[config.mk]
export PLATFORM = sky130hd
export DESIGN_NAME = dfab_bank
export DESIGN_NICKNAME = d
export VERILOG_FILES = /design/src/verilog/dfab_pkg.sv /design/src/verilog/dfab_analog_inputs.sv /design/src/verilog/dfab_bank.sv /design/src/verilog/dfab_gain_store.sv
export SDC_FILE = /design/constraint.sdc
export NUM_CORES = 1
export LEC_CHECK = 0
export ABC_AREA = 1
export BUFFER_PORTS_ARGS = -buffer_cell sky130_fd_sc_hd__buf_2
export CAP_MARGIN = 25
export CORE_MARGIN = 2
export CORE_UTILIZATION = 36
export CTS_CLUSTER_SIZE = 16
export DETAILED_ROUTE_END_ITERATION = 8
export GPL_TIMING_DRIVEN = 0
export SKIP_LAST_GASP = 1
export SLEW_MARGIN = 20
export SYNTH_ARGS = -nofsm -noshare
export SYNTH_HDL_FRONTEND = slang
export SYNTH_HIERARCHICAL = 1
export SYNTH_SLANG_ARGS = --single-unit
export TNS_END_PERCENT = 100
[constraint.sdc]
create_clock -name ref_clk -period 2.9 [get_ports ref_clk]
set_input_delay 0.725 -clock ref_clk [delete_from_list [all_inputs] [get_ports ref_clk]]
set_output_delay 0.725 -clock ref_clk [all_outputs]
set_load 0.05 [all_outputs]
[src/verilog/dfab_pkg.sv]
// Constants and carrier types for the drive flags and analog input bank
package dfab_pkg;

    // ------------------------------------------------------------------
    // Register addressing: {object index, entry number}
    // ------------------------------------------------------------------
    localparam int ADDR_W = 24;
    localparam int DATA_W = 32;
    localparam logic [15:0] OBJ_GAINS       = 16'h3210;
    localparam logic [15:0] OBJ_DRIVE_FLAGS = 16'h3212;
    localparam logic [15:0] OBJ_ANALOG      = 16'h3220;
    localparam logic [15:0] OBJ_ANALOG_CTRL = 16'h3221;

    // Entry numbers inside the objects
    localparam logic [7:0] SUB_COUNT    = 8'h00;
    localparam logic [7:0] SUB_LEGACY   = 8'h01;
    localparam logic [7:0] SUB_FIELD    = 8'h02;
    localparam logic [7:0] SUB_KEEP     = 8'h03;
    localparam logic [7:0] SUB_AIN_ONE  = 8'h01;
    localparam logic [7:0] SUB_AIN_TWO  = 8'h02;
    localparam logic [7:0] SUB_GAIN_MAX = 8'h0a;

    // Read-only entry counts
    localparam logic [7:0] GAIN_ENTRY_COUNT   = 8'h0a;
    localparam logic [7:0] DRIVE_ENTRY_COUNT  = 8'h03;
    localparam logic [7:0] ANALOG_ENTRY_COUNT = 8'h02;

    // Reset values
    localparam logic [7:0]  FLAG_RESET      = 8'h00;
    localparam logic [31:0] ANALOG_CTRL_RST = 32'h0000_0000;
    localparam logic [15:0] READING_RESET   = 16'h0000;

    // Field positions in the analog control word
    localparam int AC_ONE_BIT = 0;
    localparam int AC_TWO_BIT = 1;

    // Drive flag encodings (signed 8 bit)
    localparam logic [7:0] FLAG_ZERO      = 8'h00;
    localparam logic [7:0] FLAG_PLUS_ONE  = 8'h01;
    localparam logic [7:0] FLAG_MINUS_ONE = 8'hff;

    // PWM duty
    localparam int PWM_W = 16;
    localparam logic [PWM_W-1:0] PWM_HALF_DUTY = 16'h8000;

    // Gain table
    localparam int GAIN_COUNT = 10;
    typedef logic [GAIN_COUNT-1:0][DATA_W-1:0] dfab_gains_t;

    // Stepper preset set, entry 1 in the low word
    localparam dfab_gains_t GAIN_PRESET_STEPPER = {
        32'h0000_afc8, 32'h0003_a980, 32'h0000_2ee0, 32'h0006_68a0,
        32'h0000_2ee0, 32'h0006_68a0, 32'h0000_001e, 32'h0000_2ee0,
        32'h0000_0000, 32'h0000_0800};
    // BLDC preset set
    localparam dfab_gains_t GAIN_PRESET_BLDC = {
        32'h0000_afc8, 32'h0003_a980, 32'h0000_2ee0, 32'h0006_68a0,
        32'h0000_2ee0, 32'h0006_68a0, 32'h0000_001e, 32'h0000_2ee0,
        32'h0000_0000, 32'h0000_0800};

    // Register bus request
    typedef struct packed {
        logic [ADDR_W-1:0] addr;
        logic [DATA_W-1:0] wdata;
        logic              wr;
        logic              rd;
    } dfab_req_t;

    // Converter samples
    typedef struct packed {
        logic        valid;
        logic [15:0] one;
        logic [15:0] two;
    } dfab_adc_t;

endpackage
[src/verilog/dfab_analog_inputs.sv]
// Analog input capture and measurement mode selection
`timescale 1ns/1ps
module dfab_analog_inputs (
    input  wire logic                ref_clk,
    input  wire logic                rst_n,
    input  wire dfab_pkg::dfab_adc_t adcIn,
    input  wire logic [31:0]         ctrlWord,
    output logic [15:0]              readingOne,
    output logic [15:0]              readingTwo,
    output logic                     inputOneCurrentSelect,
    output logic                     inputTwoCurrentSelect
);
    import dfab_pkg::*;

    // ------------------------------------------------------------------
    // Readings
    // ------------------------------------------------------------------
    // Hold last converter result; signed digits stored as raw bits
    always_ff @(posedge ref_clk or negedge rst_n) begin
        if (!rst_n) begin
            readingOne <= READING_RESET;
            readingTwo <= READING_RESET;
        end else if (adcIn.valid) begin
            readingOne <= adcIn.one;
            readingTwo <= adcIn.two;
        end
    end

    // ------------------------------------------------------------------
    // Mode selects
    // ------------------------------------------------------------------
    // Only the two low bits steer the front end; the rest are ignored
    always_ff @(posedge ref_clk or negedge rst_n) begin
        if (!rst_n) begin
            inputOneCurrentSelect <= 1'b0;
            inputTwoCurrentSelect <= 1'b0;
        end else begin
            inputOneCurrentSelect <= ctrlWord[AC_ONE_BIT];
            inputTwoCurrentSelect <= ctrlWord[AC_TWO_BIT];
        end
    end

endmodule

[src/verilog/dfab_bank.sv]
// Drive flags, gain and analog input register bank of a motor controller
//
// The address-and-strobe port was decided locally.
`timescale 1ns/1ps
module dfab_bank (
    input  wire logic                      ref_clk,
    input  wire logic                      rst_n,
    input  wire dfab_pkg::dfab_req_t       busReq,
    output logic [dfab_pkg::DATA_W-1:0]    busRdata,
    input  wire logic                      powerSwitchedOn,
    input  wire logic [dfab_pkg::PWM_W-1:0] loopDuty,
    input  wire logic                      controlRestart,
    input  wire logic                      firmwareDefaultInvert,
    input  wire logic                      autoSetupStart,
    input  wire logic                      motorIsStepper,
    input  wire dfab_pkg::dfab_adc_t       adcIn,
    output logic [dfab_pkg::PWM_W-1:0]     pwmDuty,
    output logic                           holdTorqueEn,
    output logic                           fieldInverted,
    output logic                           autoSetupNeeded,
    output logic                           autoSetupDone,
    output dfab_pkg::dfab_gains_t          gainSet,
    output logic                           inputOneCurrentSelect,
    output logic                           inputTwoCurrentSelect
);
    import dfab_pkg::*;

    // ------------------------------------------------------------------
    // Declarations
    // ------------------------------------------------------------------
    logic [7:0]  legacyPowerSelect_q;
    logic [7:0]  fieldDirectionOverride_q;
    logic [7:0]  keepGainSettings_q;
    logic [31:0] analogModeSelectWord_q;
    logic [1:0]  appliedDir_q;
    logic        autoSetupNeeded_q;
    logic        loadPreset;
    logic        gainWrEn;
    logic [15:0] reqObj;
    logic [7:0]  reqSub;
    logic [15:0] readingOne;
    logic [15:0] readingTwo;
    logic [31:0] rdData_d;

    assign reqObj = busReq.addr[23:8];
    assign reqSub = busReq.addr[7:0];

    // ------------------------------------------------------------------
    // Helpers
    // ------------------------------------------------------------------
    // Address match used by both the write and the read decoders
    function automatic logic hit(input logic [15:0] obj, input logic [7:0] sub,
                                 input logic [15:0] wantObj, input logic [7:0] wantSub);
        hit = (obj == wantObj) && (sub == wantSub);
    endfunction

    // Flag value checks; anything outside the documented set acts as zero
    function automatic logic isPlusOne(input logic [7:0] flag);
        isPlusOne = (flag == FLAG_PLUS_ONE);
    endfunction

    // Gain entry numbers run 1..10; table index is one less
    function automatic logic gainHit(input logic [15:0] obj, input logic [7:0] sub);
        gainHit = (obj == OBJ_GAINS) && (sub != SUB_COUNT) && (sub <= SUB_GAIN_MAX);
    endfunction

    // ------------------------------------------------------------------
    // Drive flag registers
    // ------------------------------------------------------------------
    // Full signed byte is stored so software reads back what it wrote
    always_ff @(posedge ref_clk or negedge rst_n) begin
        if (!rst_n) begin
            legacyPowerSelect_q      <= FLAG_RESET;
            fieldDirectionOverride_q <= FLAG_RESET;
            keepGainSettings_q       <= FLAG_RESET;
        end else if (busReq.wr) begin
            if (hit(reqObj, reqSub, OBJ_DRIVE_FLAGS, SUB_LEGACY)) begin
                legacyPowerSelect_q <= busReq.wdata[7:0];
            end else if (hit(reqObj, reqSub, OBJ_DRIVE_FLAGS, SUB_FIELD)) begin
                fieldDirectionOverride_q <= busReq.wdata[7:0];
            end else if (hit(reqObj, reqSub, OBJ_DRIVE_FLAGS, SUB_KEEP)) begin
                keepGainSettings_q <= busReq.wdata[7:0];
            end
        end
    end

    // ------------------------------------------------------------------
    // Analog control word
    // ------------------------------------------------------------------
    always_ff @(posedge ref_clk or negedge rst_n) begin
        if (!rst_n) begin
            analogModeSelectWord_q <= ANALOG_CTRL_RST;
        end else if (busReq.wr && hit(reqObj, reqSub, OBJ_ANALOG_CTRL, SUB_COUNT)) begin
            analogModeSelectWord_q <= busReq.wdata;
        end
    end

    // ------------------------------------------------------------------
    // Rotating field direction
    // ------------------------------------------------------------------
    // Direction code: 00 firmware default, 01 forced positive, 10 forced
    // negative. Sampled only on restart so a live edit cannot flip the
    // field under a running motor.
    always_ff @(posedge ref_clk or negedge rst_n) begin
        if (!rst_n) begin
            appliedDir_q <= 2'h0;
        end else if (controlRestart) begin
            if (fieldDirectionOverride_q == FLAG_PLUS_ONE) begin
                appliedDir_q <= 2'h1;
            end else if (fieldDirectionOverride_q == FLAG_MINUS_ONE) begin
                appliedDir_q <= 2'h2;
            end else begin
                appliedDir_q <= 2'h0;
            end
        end
    end

    // Field polarity to the commutation logic
    always_ff @(posedge ref_clk or negedge rst_n) begin
        if (!rst_n) begin
            fieldInverted <= 1'b0;
        end else begin
            case (appliedDir_q)
                2'h1:    fieldInverted <= 1'b0;
                2'h2:    fieldInverted <= 1'b1;
                default: fieldInverted <= firmwareDefaultInvert;
            endcase
        end
    end

    // Restart asks software for a fresh auto setup; a restart in the
    // same cycle as the auto setup start wins over the clear
    always_ff @(posedge ref_clk or negedge rst_n) begin
        if (!rst_n) begin
            autoSetupNeeded_q <= 1'b0;
        end else if (controlRestart) begin
            autoSetupNeeded_q <= 1'b1;
        end else if (autoSetupStart) begin
            autoSetupNeeded_q <= 1'b0;
        end
    end
    assign autoSetupNeeded = autoSetupNeeded_q;

    // ------------------------------------------------------------------
    // Auto setup gain handling
    // ------------------------------------------------------------------
    // Only keep flag exactly one protects the stored gains
    assign loadPreset = autoSetupStart && !isPlusOne(keepGainSettings_q);

    // Done strobe one cycle after start, with or without a reload
    always_ff @(posedge ref_clk or negedge rst_n) begin
        if (!rst_n) begin
            autoSetupDone <= 1'b0;
        end else begin
            autoSetupDone <= autoSetupStart;
        end
    end

    assign gainWrEn = busReq.wr && gainHit(reqObj, reqSub);

    dfab_gain_store u_gains (
        .ref_clk        (ref_clk),
        .rst_n          (rst_n),
        .wrEn           (gainWrEn),
        .wrIdx          (4'(reqSub - 8'h01)),
        .wrData         (busReq.wdata),
        .loadPreset     (loadPreset),
        .motorIsStepper (motorIsStepper),
        .gainSet        (gainSet)
    );

    // ------------------------------------------------------------------
    // PWM output selection
    // ------------------------------------------------------------------
    // Outside switched on the power stage is handled elsewhere; the loop
    // duty is passed through and holding torque is held off
    always_ff @(posedge ref_clk or negedge rst_n) begin
        if (!rst_n) begin
            pwmDuty      <= PWM_HALF_DUTY;
            holdTorqueEn <= 1'b0;
        end else if (powerSwitchedOn && !isPlusOne(legacyPowerSelect_q)) begin
            pwmDuty      <= PWM_HALF_DUTY;
            holdTorqueEn <= 1'b0;
        end else if (powerSwitchedOn) begin
            pwmDuty      <= loopDuty;
            holdTorqueEn <= 1'b1;
        end else begin
            pwmDuty      <= loopDuty;
            holdTorqueEn <= 1'b0;
        end
    end

    // ------------------------------------------------------------------
    // Analog inputs
    // ------------------------------------------------------------------
    // Readings are raw digits; scaling to mA is left to software
    dfab_analog_inputs u_analog (
        .ref_clk               (ref_clk),
        .rst_n                 (rst_n),
        .adcIn                 (adcIn),
        .ctrlWord              (analogModeSelectWord_q),
        .readingOne            (readingOne),
        .readingTwo            (readingTwo),
        .inputOneCurrentSelect (inputOneCurrentSelect),
        .inputTwoCurrentSelect (inputTwoCurrentSelect)
    );

    // ------------------------------------------------------------------
    // Read decoder
    // ------------------------------------------------------------------
    // Signed byte and halfword entries are sign extended to 32 bits;
    // unmapped addresses read zero
    always_comb begin
        rdData_d = 32'h0000_0000;
        if (hit(reqObj, reqSub, OBJ_GAINS, SUB_COUNT)) begin
            rdData_d = {24'h00_0000, GAIN_ENTRY_COUNT};
        end else if (gainHit(reqObj, reqSub)) begin
            rdData_d = gainSet[4'(reqSub - 8'h01)];
        end else if (hit(reqObj, reqSub, OBJ_DRIVE_FLAGS, SUB_COUNT)) begin
            rdData_d = {24'h00_0000, DRIVE_ENTRY_COUNT};
        end else if (hit(reqObj, reqSub, OBJ_DRIVE_FLAGS, SUB_LEGACY)) begin
            rdData_d = {{24{legacyPowerSelect_q[7]}}, legacyPowerSelect_q};
        end else if (hit(reqObj, reqSub, OBJ_DRIVE_FLAGS, SUB_FIELD)) begin
            rdData_d = {{24{fieldDirectionOverride_q[7]}}, fieldDirectionOverride_q};
        end else if (hit(reqObj, reqSub, OBJ_DRIVE_FLAGS, SUB_KEEP)) begin
            rdData_d = {{24{keepGainSettings_q[7]}}, keepGainSettings_q};
        end else if (hit(reqObj, reqSub, OBJ_ANALOG, SUB_COUNT)) begin
            rdData_d = {24'h00_0000, ANALOG_ENTRY_COUNT};
        end else if (hit(reqObj, reqSub, OBJ_ANALOG, SUB_AIN_ONE)) begin
            rdData_d = {{16{readingOne[15]}}, readingOne};
        end else if (hit(reqObj, reqSub, OBJ_ANALOG, SUB_AIN_TWO)) begin
            rdData_d = {{16{readingTwo[15]}}, readingTwo};
        end else if (hit(reqObj, reqSub, OBJ_ANALOG_CTRL, SUB_COUNT)) begin
            rdData_d = analogModeSelectWord_q;
        end
    end

    // Read data stands only in the cycle after the strobe
    always_ff @(posedge ref_clk or negedge rst_n) begin
        if (!rst_n) begin
            busRdata <= 32'h0000_0000;
        end else if (busReq.rd) begin
            busRdata <= rdData_d;
        end else begin
            busRdata <= 32'h0000_0000;
        end
    end

endmodule

[src/verilog/dfab_gain_store.sv]
// Controller gain table with preset loading for auto setup
`timescale 1ns/1ps
module dfab_gain_store (
    input  wire logic                 ref_clk,
    input  wire logic                 rst_n,
    input  wire logic                 wrEn,
    input  wire logic [3:0]           wrIdx,
    input  wire logic [31:0]          wrData,
    input  wire logic                 loadPreset,
    input  wire logic                 motorIsStepper,
    output dfab_pkg::dfab_gains_t     gainSet
);
    import dfab_pkg::*;

    // ------------------------------------------------------------------
    // Table update
    // ------------------------------------------------------------------
    // Preset load wins over a same-cycle software write: auto setup owns
    // the table while it reloads it
    always_ff @(posedge ref_clk or negedge rst_n) begin
        if (!rst_n) begin
            gainSet <= GAIN_PRESET_STEPPER;
        end else if (loadPreset) begin
            gainSet <= motorIsStepper ? GAIN_PRESET_STEPPER : GAIN_PRESET_BLDC;
        end else if (wrEn && wrIdx < 4'(GAIN_COUNT)) begin
            gainSet[wrIdx] <= wrData;
        end
    end

endmodule

==> qor.txt, run 1 <==
Detailed Route Iter0 Violations -> 3125
Std cell rows -> 94
Number of primary I/O pins -> 488
Primary FF master, synth -> sky130_fd_sc_hd__dfrtp_1
Antenna violations before repair -> 6
IO buf count -> 485
Power per unit of standard cell area -> 522 mW/mm²
Final Routed Wirelength -> 109000 µm
Vias/cell -> 5.52
Unrepaired setup endpoints after global routing -> yes
Highest Clock Rate -> 0.341 GHz
Clock H-tree levels -> 2
Maximum buffer depth of the clock tree -> 3
TritonCTS clock tree -> done
Post-route clock skew -> 0.0318 ns
Max transition margin -> 0.284
Worst setup timing slack at the placement stage -> -1.60 ns
Wire length per cell after detailed routing -> 24.1 µm
Cell area after synthesis -> 0.0238 mm²
Average cell area after synthesis -> 7.81 µm²
Data required time of the worst path -> 3.48 ns
Asr flop ratio synth -> 1.00
Endpoint arrival time on the critical path -> 3.51 ns
Gate Count Post-Synth -> 3049
Synthesis-to-finish area growth -> 28.8%
Gp weighted congestion -> 0.954
Most common library cell in the layout ignoring fill and taps -> sky130_fd_sc_hd__nand2_1
Hold violation total from the final report -> 0
Cell family with most CP delay -> simple AND/OR/NAND/NOR gates
Die W -> 261 µm
Peak per-stage delay on the critical path -> 0.93 ns
Crit path buffers/inverters -> 2
Clock slew at the register clock pins of the worst setup and hold paths -> 0.06 ns
First-pass GRT wire length -> 158000 µm
Count of nets after finishing -> 3738
Core area -> 0.0656 mm²
DP HPWL -> 84300 µm
Period utilization -> 1.01
Static Leak -> 17.0 nW
Cell-by-cell trace of the critical path -> nor4_1 > a41oi_1 > clkbuf_1 > clkbuf_1 > nor2_1 > nand2_1 > nand2_1
Crit path max fanout -> 10
Tightest Pin Transition -> 1.07 ns
Clock sink count -> 464
Initial core utilization -> 0.363
Pin count of the biggest net entering global routing -> 88
Leading cell types in the layout, fill and taps excluded -> sky130_fd_sc_hd__nand2_1, sky130_fd_sc_hd__buf_2, sky130_fd_sc_hd__dfrtp_1
Cts bufs inserted -> 52
Status -> finished with violations
Type of the tightest min-delay check -> input port to register
Max-cap violations -> 0
Clock root cell -> sky130_fd_sc_hd__clkbuf_16
Violated checks -> negative setup slack
Total number of vias -> 25000
Source-to-sink clock delay at the later pin of the worst-skew pair -> 0.64 ns
Post-route ant nets -> 0
Ratio of cells with drive above 1 in the final layout -> 0.283
Floorplan die height -> 261 µm
Via count of the first global-routing pass -> 23900
PnR worst setup slack -> -0.0298 ns
Proportion of synthesized chip area in sequential cells -> 0.491
Grt ovf -> 0
Endpoints failing setup -> 8
Number of warnings printed during yosys synthesis -> 6
Overall track demand over capacity in global routing -> 0.315
Initial DRT Pass Iterations -> 6
Master of the slowest instance on the critical path -> sky130_fd_sc_hd__nor2_1
Number of distinct library cells after synthesis -> 50
Utilization after layout -> 0.467
Worst Path Class, Setup -> register to register
Die area -> 0.0682 mm²
Kind of end point of the critical path -> register
Max-slew violations -> 0
EDFF count, synth -> 0
Critical path launch point type -> register
Total DRC errors in the routed layout -> 0
FF+latch count, synth -> 464
Worst vdd ir -> 0.374 mV
Minimum clock period -> 2.93 ns
Number of nets in the synthesized netlist -> 3168
==> routing by layer <==
layer,vias up,wire (µm),part of all wire,global-route usage
met5,-,0,0,0
met4,0,6140,0.056,0.154
met3,241,11200,0.10,0.0711
met2,1350,47200,0.43,0.468
met1,12200,44700,0.41,0.432
li1,11200,-,-,-
==> cell families after synthesis <==
logic type,synth area share
fa+ha+maj,0.00263
mux,0.0164
simple gates,0.340
buf+inv,0.0648
compound gates,0.0832
flops,0.491
xor+xnor,0.00184
==> worst reg2reg max path, cell delays in order, from the launching register on <==
cell and delay [ns]:
sky130_fd_sc_hd__dfrtp_1 0.44, sky130_fd_sc_hd__nor4_1 0.33, sky130_fd_sc_hd__a41oi_1 0.29, sky130_fd_sc_hd__clkbuf_1 0.26, sky130_fd_sc_hd__clkbuf_1 0.38, sky130_fd_sc_hd__nor2_1 0.93, sky130_fd_sc_hd__nand2_1 0.14, sky130_fd_sc_hd__nand2_1 0.11
==> metrics by stage <==
step | hold WS (ns) | setup TNS [ns] | total power [W] | instances | cell area (µm²)
finish | 0.226 | -0.138 | 0.0160 | 4528 | 30700
global route | 0.214 | -8.04 | 0.0165 | 4525 | 30700
floorplan | 0.374 | -1.57 | 0.00799 | 3049 | 24600
global placement | 0.396 | -4327.32 | 0.00887 | 4398 | 28100
CTS | 0.196 | -0.0413 | 0.0160 | 4513 | 30500
detailed placement | 0.391 | -463.35 | 0.00891 | 4406 | 28300
==> state kept, by name, summed over array words and instances (netlist names) <==
signal and count:
u_analog/readingTwo 16, autoSetupDone 1, holdTorqueEn 1, u_gains/gainSet 320, u_analog/readingOne 16, analogModeSelectWord_q 32, keepGainSettings_q 8, autoSetupNeeded 1
fieldInverted 1, fieldDirectionOverride_q 8, appliedDir_q 2, legacyPowerSelect_q 8, u_analog/inputOneCurrentSelect 1, pwmDuty 16, u_analog/inputTwoCurrentSelect 1, busRdata 32
==> what timing repair did <==
item,4_1_cts,5_1_grt
gates resized for setup,72,42
pin swaps,3,4
buffers inserted,12,9
cloned,1,0
endpoints found under the setup margin,352,270
endpoints found under the hold margin,32,0
hold buffers,1,0
==> final timing paths <==
check | startpoint | to | slack, ns | cells after the start
min | autoSetupStart | autoSetupDone | 0.23 | 1
max reg2reg | keepGainSettings_q[7] | u_gains/gainSet[92] | -0.03 | 7
min in group asynchronous | rst_n | fieldInverted | 0.57 | 2
max in group asynchronous | rst_n | u_gains/gainSet[78] | 0.81 | 5
min reg2reg | analogModeSelectWord_q[0] | u_analog/inputOneCurrentSelect | 0.40 | 0
max | keepGainSettings_q[7] | u_gains/gainSet[92] | -0.03 | 7
==> report_power, final <==
group          internal [W]  switching, W
logic              0.000500       0.00161
registers           0.00666      0.000120
clock network       0.00416       0.00294
total                0.0113       0.00468
==> cell type report <==
type                            instances  area (µm²)
Clock inverter                         22         298
Timing Repair Buffer                  517        2850
Clock buffer                           72        1510
Fill cell                            6703       35000
Antenna cell                            5        12.5
Multi-Input combinational cell       2255       11200
Inverter                              114         503
Tap cell                              864        1080
Sequential cell                       464       11700
Buffer                                215        1560
==> cell usage after synthesis (2+ instances only) <==
master                        n  area [µm²]
sky130_fd_sc_hd__o21ai_0    156         781
sky130_fd_sc_hd__buf_1       10        37.5
sky130_fd_sc_hd__nand2_1   1055        3960
sky130_fd_sc_hd__nand3_1    456        2280
sky130_fd_sc_hd__mux2i_1      2        20.0
sky130_fd_sc_hd__nor2_4       7        78.8
sky130_fd_sc_hd__a21oi_2      8        70.1
sky130_fd_sc_hd__o21ai_1     22         110
sky130_fd_sc_hd__o221ai_1    61         534
sky130_fd_sc_hd__clkbuf_8     3        41.3
sky130_fd_sc_hd__a21oi_1     31         155
sky130_fd_sc_hd__mux2_4      24         360
sky130_fd_sc_hd__nor2_1     302        1130
sky130_fd_sc_hd__clkbuf_1    86         323
sky130_fd_sc_hd__nand2_2     14        87.6
sky130_fd_sc_hd__inv_2       17        63.8
sky130_fd_sc_hd__nor4_1       5        31.3
sky130_fd_sc_hd__o22ai_1      2        12.5
sky130_fd_sc_hd__or2_1        2        12.5
sky130_fd_sc_hd__nand4_1     33         206
sky130_fd_sc_hd__nor2_8       3        60.1
sky130_fd_sc_hd__buf_6       11         124
sky130_fd_sc_hd__nand3_2     10         100
sky130_fd_sc_hd__inv_4        2        12.5
sky130_fd_sc_hd__nor2_2       9        56.3
sky130_fd_sc_hd__ha_1         5        62.6
sky130_fd_sc_hd__o311ai_1    14         123
sky130_fd_sc_hd__inv_1       93         349
sky130_fd_sc_hd__o311ai_0    16         140
sky130_fd_sc_hd__nand2_4      5        56.3
sky130_fd_sc_hd__buf_2       92         460
sky130_fd_sc_hd__dfstp_2     57        1500
sky130_fd_sc_hd__dfrtp_1    407       10200
sky130_fd_sc_hd__buf_4       13        97.6
No activity file was read; power rests on OpenSTA's default activity.
==> inputs of run 2 (changes only) <==
SKIP_CTS_REPAIR_TIMING = 1   (was unset)
==> qor.txt, run 2 (synthesis gave the netlist of run 1 again) <==
Antenna violations before repair -> 6
Grt ovf -> 0
Unrepaired setup endpoints after global routing -> yes
Master of the slowest instance on the critical path -> sky130_fd_sc_hd__o311ai_0
Worst vdd ir -> 0.376 mV
Count of nets after finishing -> 3736
Initial DRT Pass Iterations -> 6
Final standard cell area without fillers -> 0.0309 mm²
Clock slew at the register clock pins of the worst setup and hold paths -> 0.06 ns
Pin count of the biggest net entering global routing -> 88
Max-slew violations -> 0
Via count of the first global-routing pass -> 23800
Maximum buffer depth of the clock tree -> 3
DP HPWL -> 84300 µm
Leading cell types in the layout, fill and taps excluded -> sky130_fd_sc_hd__nand2_1, sky130_fd_sc_hd__buf_2, sky130_fd_sc_hd__dfrtp_1
Most common library cell in the layout ignoring fill and taps -> sky130_fd_sc_hd__nand2_1
Clock H-tree levels -> 2
Vias/cell -> 5.51
Clock share of power -> 0.442
Cts bufs inserted -> 52
Tightest Pin Transition -> 0.886 ns
Type of the tightest min-delay check -> input port to register
Highest Clock Rate -> 0.353 GHz
Overall track demand over capacity in global routing -> 0.314
Sequential cell area -> 0.0117 mm²
Endpoints failing setup -> 0
Final Routed Wirelength -> 110000 µm
Registers with the most flip-flops -> u_gains/gainSet (320), analogModeSelectWord_q (32), busRdata (32)
Cell Int Power -> 0.0114 W
Worst Path Class, Setup -> input port to register
Synthesis-to-finish area growth -> 29.8%
Static Leak -> 17.1 nW
Sum of negative setup slack -> 0 ns
Data required time of the worst path -> 3.44 ns
Minimum clock period -> 2.83 ns
Clock sink count -> 464
Area taken by multi-input logic gates -> 0.0114 mm²
Switching power summed over all nets -> 0.00471 W
First-pass GRT wire length -> 158000 µm
Worst setup slack for register-to-register paths -> 0.14 ns
Max transition margin -> 0.409
Floorplan die height -> 261 µm
Number of fill cells -> 6682
Post-route ant nets -> 0
IO buf count -> 485
Total power of the final layout -> 0.0161 W
Die W -> 261 µm
Cell Area, Placed -> 0.0283 mm²
Cell family with most CP delay -> buffers and inverters
Endpoint arrival time on the critical path -> 3.37 ns
TritonCTS clock tree -> done
Kind of end point of the critical path -> register
Gp weighted congestion -> 0.954
Relative contribution of combinational cells to total power -> 0.135
Register with the highest flop count -> u_gains/gainSet
Power per unit of standard cell area -> 520 mW/mm²
Sw frac -> 0.293
Utilization after layout -> 0.471
Library cell appearing most often on the critical path -> sky130_fd_sc_hd__buf_4
Crit path max fanout -> 17
Clock root cell -> sky130_fd_sc_hd__clkbuf_16
Source-to-sink clock delay at the later pin of the worst-skew pair -> 0.64 ns
Flip-flop count of the largest register, all copies and words added -> 320
Core area -> 0.0656 mm²
Sequential power share -> 0.422
Crit path buffers/inverters -> 7
Cell-by-cell trace of the critical path -> clkbuf_4 > buf_8 > clkinv_8 > buf_16 > ha_4 > clkinvlp_4 > buf_4 > nor2_1 > nand2_2 > buf_4 > o311ai_0 > nand2_1 > a21oi_2
Hold violation total from the final report -> 0
Period utilization -> 0.977
Die area -> 0.0682 mm²
Number of primary I/O pins -> 488
Peak per-stage delay on the critical path -> 0.47 ns
Critical path launch point type -> input port
Ratio of cells with drive above 1 in the final layout -> 0.292
Initial core utilization -> 0.363
Total DRC errors in the routed layout -> 0
Std cell rows -> 94
Post-route clock skew -> 0.0292 ns
Max-cap violations -> 0
Status -> finished, final reports clean
Wire length per cell after detailed routing -> 24.2 µm
Total number of vias -> 24900
Detailed Route Iter0 Violations -> 2921
run 2: power groups by stage:
stage | Sequential (W) | Combinational, W | Clock (W)
finish | 0.00678 | 0.00217 | 0.00710
global route | 0.00679 | 0.00230 | 0.00743
CTS | 0.00678 | 0.00202 | 0.00718
detailed placement | 0.00689 | 0.00202 | 0
global placement | 0.00689 | 0.00198 | 0
floorplan | 0.00718 | 0.000801 | 0
run 2: layout make-up:
| class | count | share of cell area |
|---|---|---|
| antenna | 4 | 0.000324 |
| buffer | 214 | 0.0517 |
| clock buffer | 72 | 0.0488 |
| clock inverter | 22 | 0.00964 |
| inverter | 114 | 0.0163 |
| multi-input combinational | 2255 | 0.368 |
| sequential | 464 | 0.378 |
| tap | 864 | 0.0350 |
| timing repair buffer | 515 | 0.0916 |
| timing repair inverter | 1 | 0.000162 |
run 2: worst register-to-register path, delay by kind of cell (launching register included):
| family | cells | cell delay, ns |
|---|---|---|
| compound gates | 1 | 0.29 |
| flops | 1 | 0.44 |
| buf+inv | 2 | 0.69 |
| simple gates | 4 | 1.28 |
run 2: worst paths after layout:
check	from	end	cells after the start
max in group asynchronous	rst_n	u_gains/gainSet[65]	5
hold reg to reg	analogModeSelectWord_q[0]	u_analog/inputOneCurrentSelect	0
hold / removal	autoSetupStart	autoSetupDone	1
setup / recovery	busReq[34]	busRdata[25]	13
min in group asynchronous	rst_n	fieldInverted	2
setup reg to reg	keepGainSettings_q[7]	u_gains/gainSet[195]	7
run 2: through the flow:
stage               hold WS [ns]  instances  setup WS (ns)
floorplan                  0.374       3049        -0.0224
global placement           0.396       4398          -8.83
detailed placement         0.391       4406          -1.60
CTS                      -0.0444       4500         -0.952
global route               0.214       4523       -0.00661
finish                     0.225       4525         0.0662
run 2: metal layers:
metal / routed length (µm) / vias to the layer above / global-route usage
met1: 45000 / 12200 / 0.434
met4: 5960 / 0 / 0.157
met5: 0 / - / 0
li1: - / 11200 / -
met3: 10700 / 237 / 0.0674
met2: 47900 / 1281 / 0.466
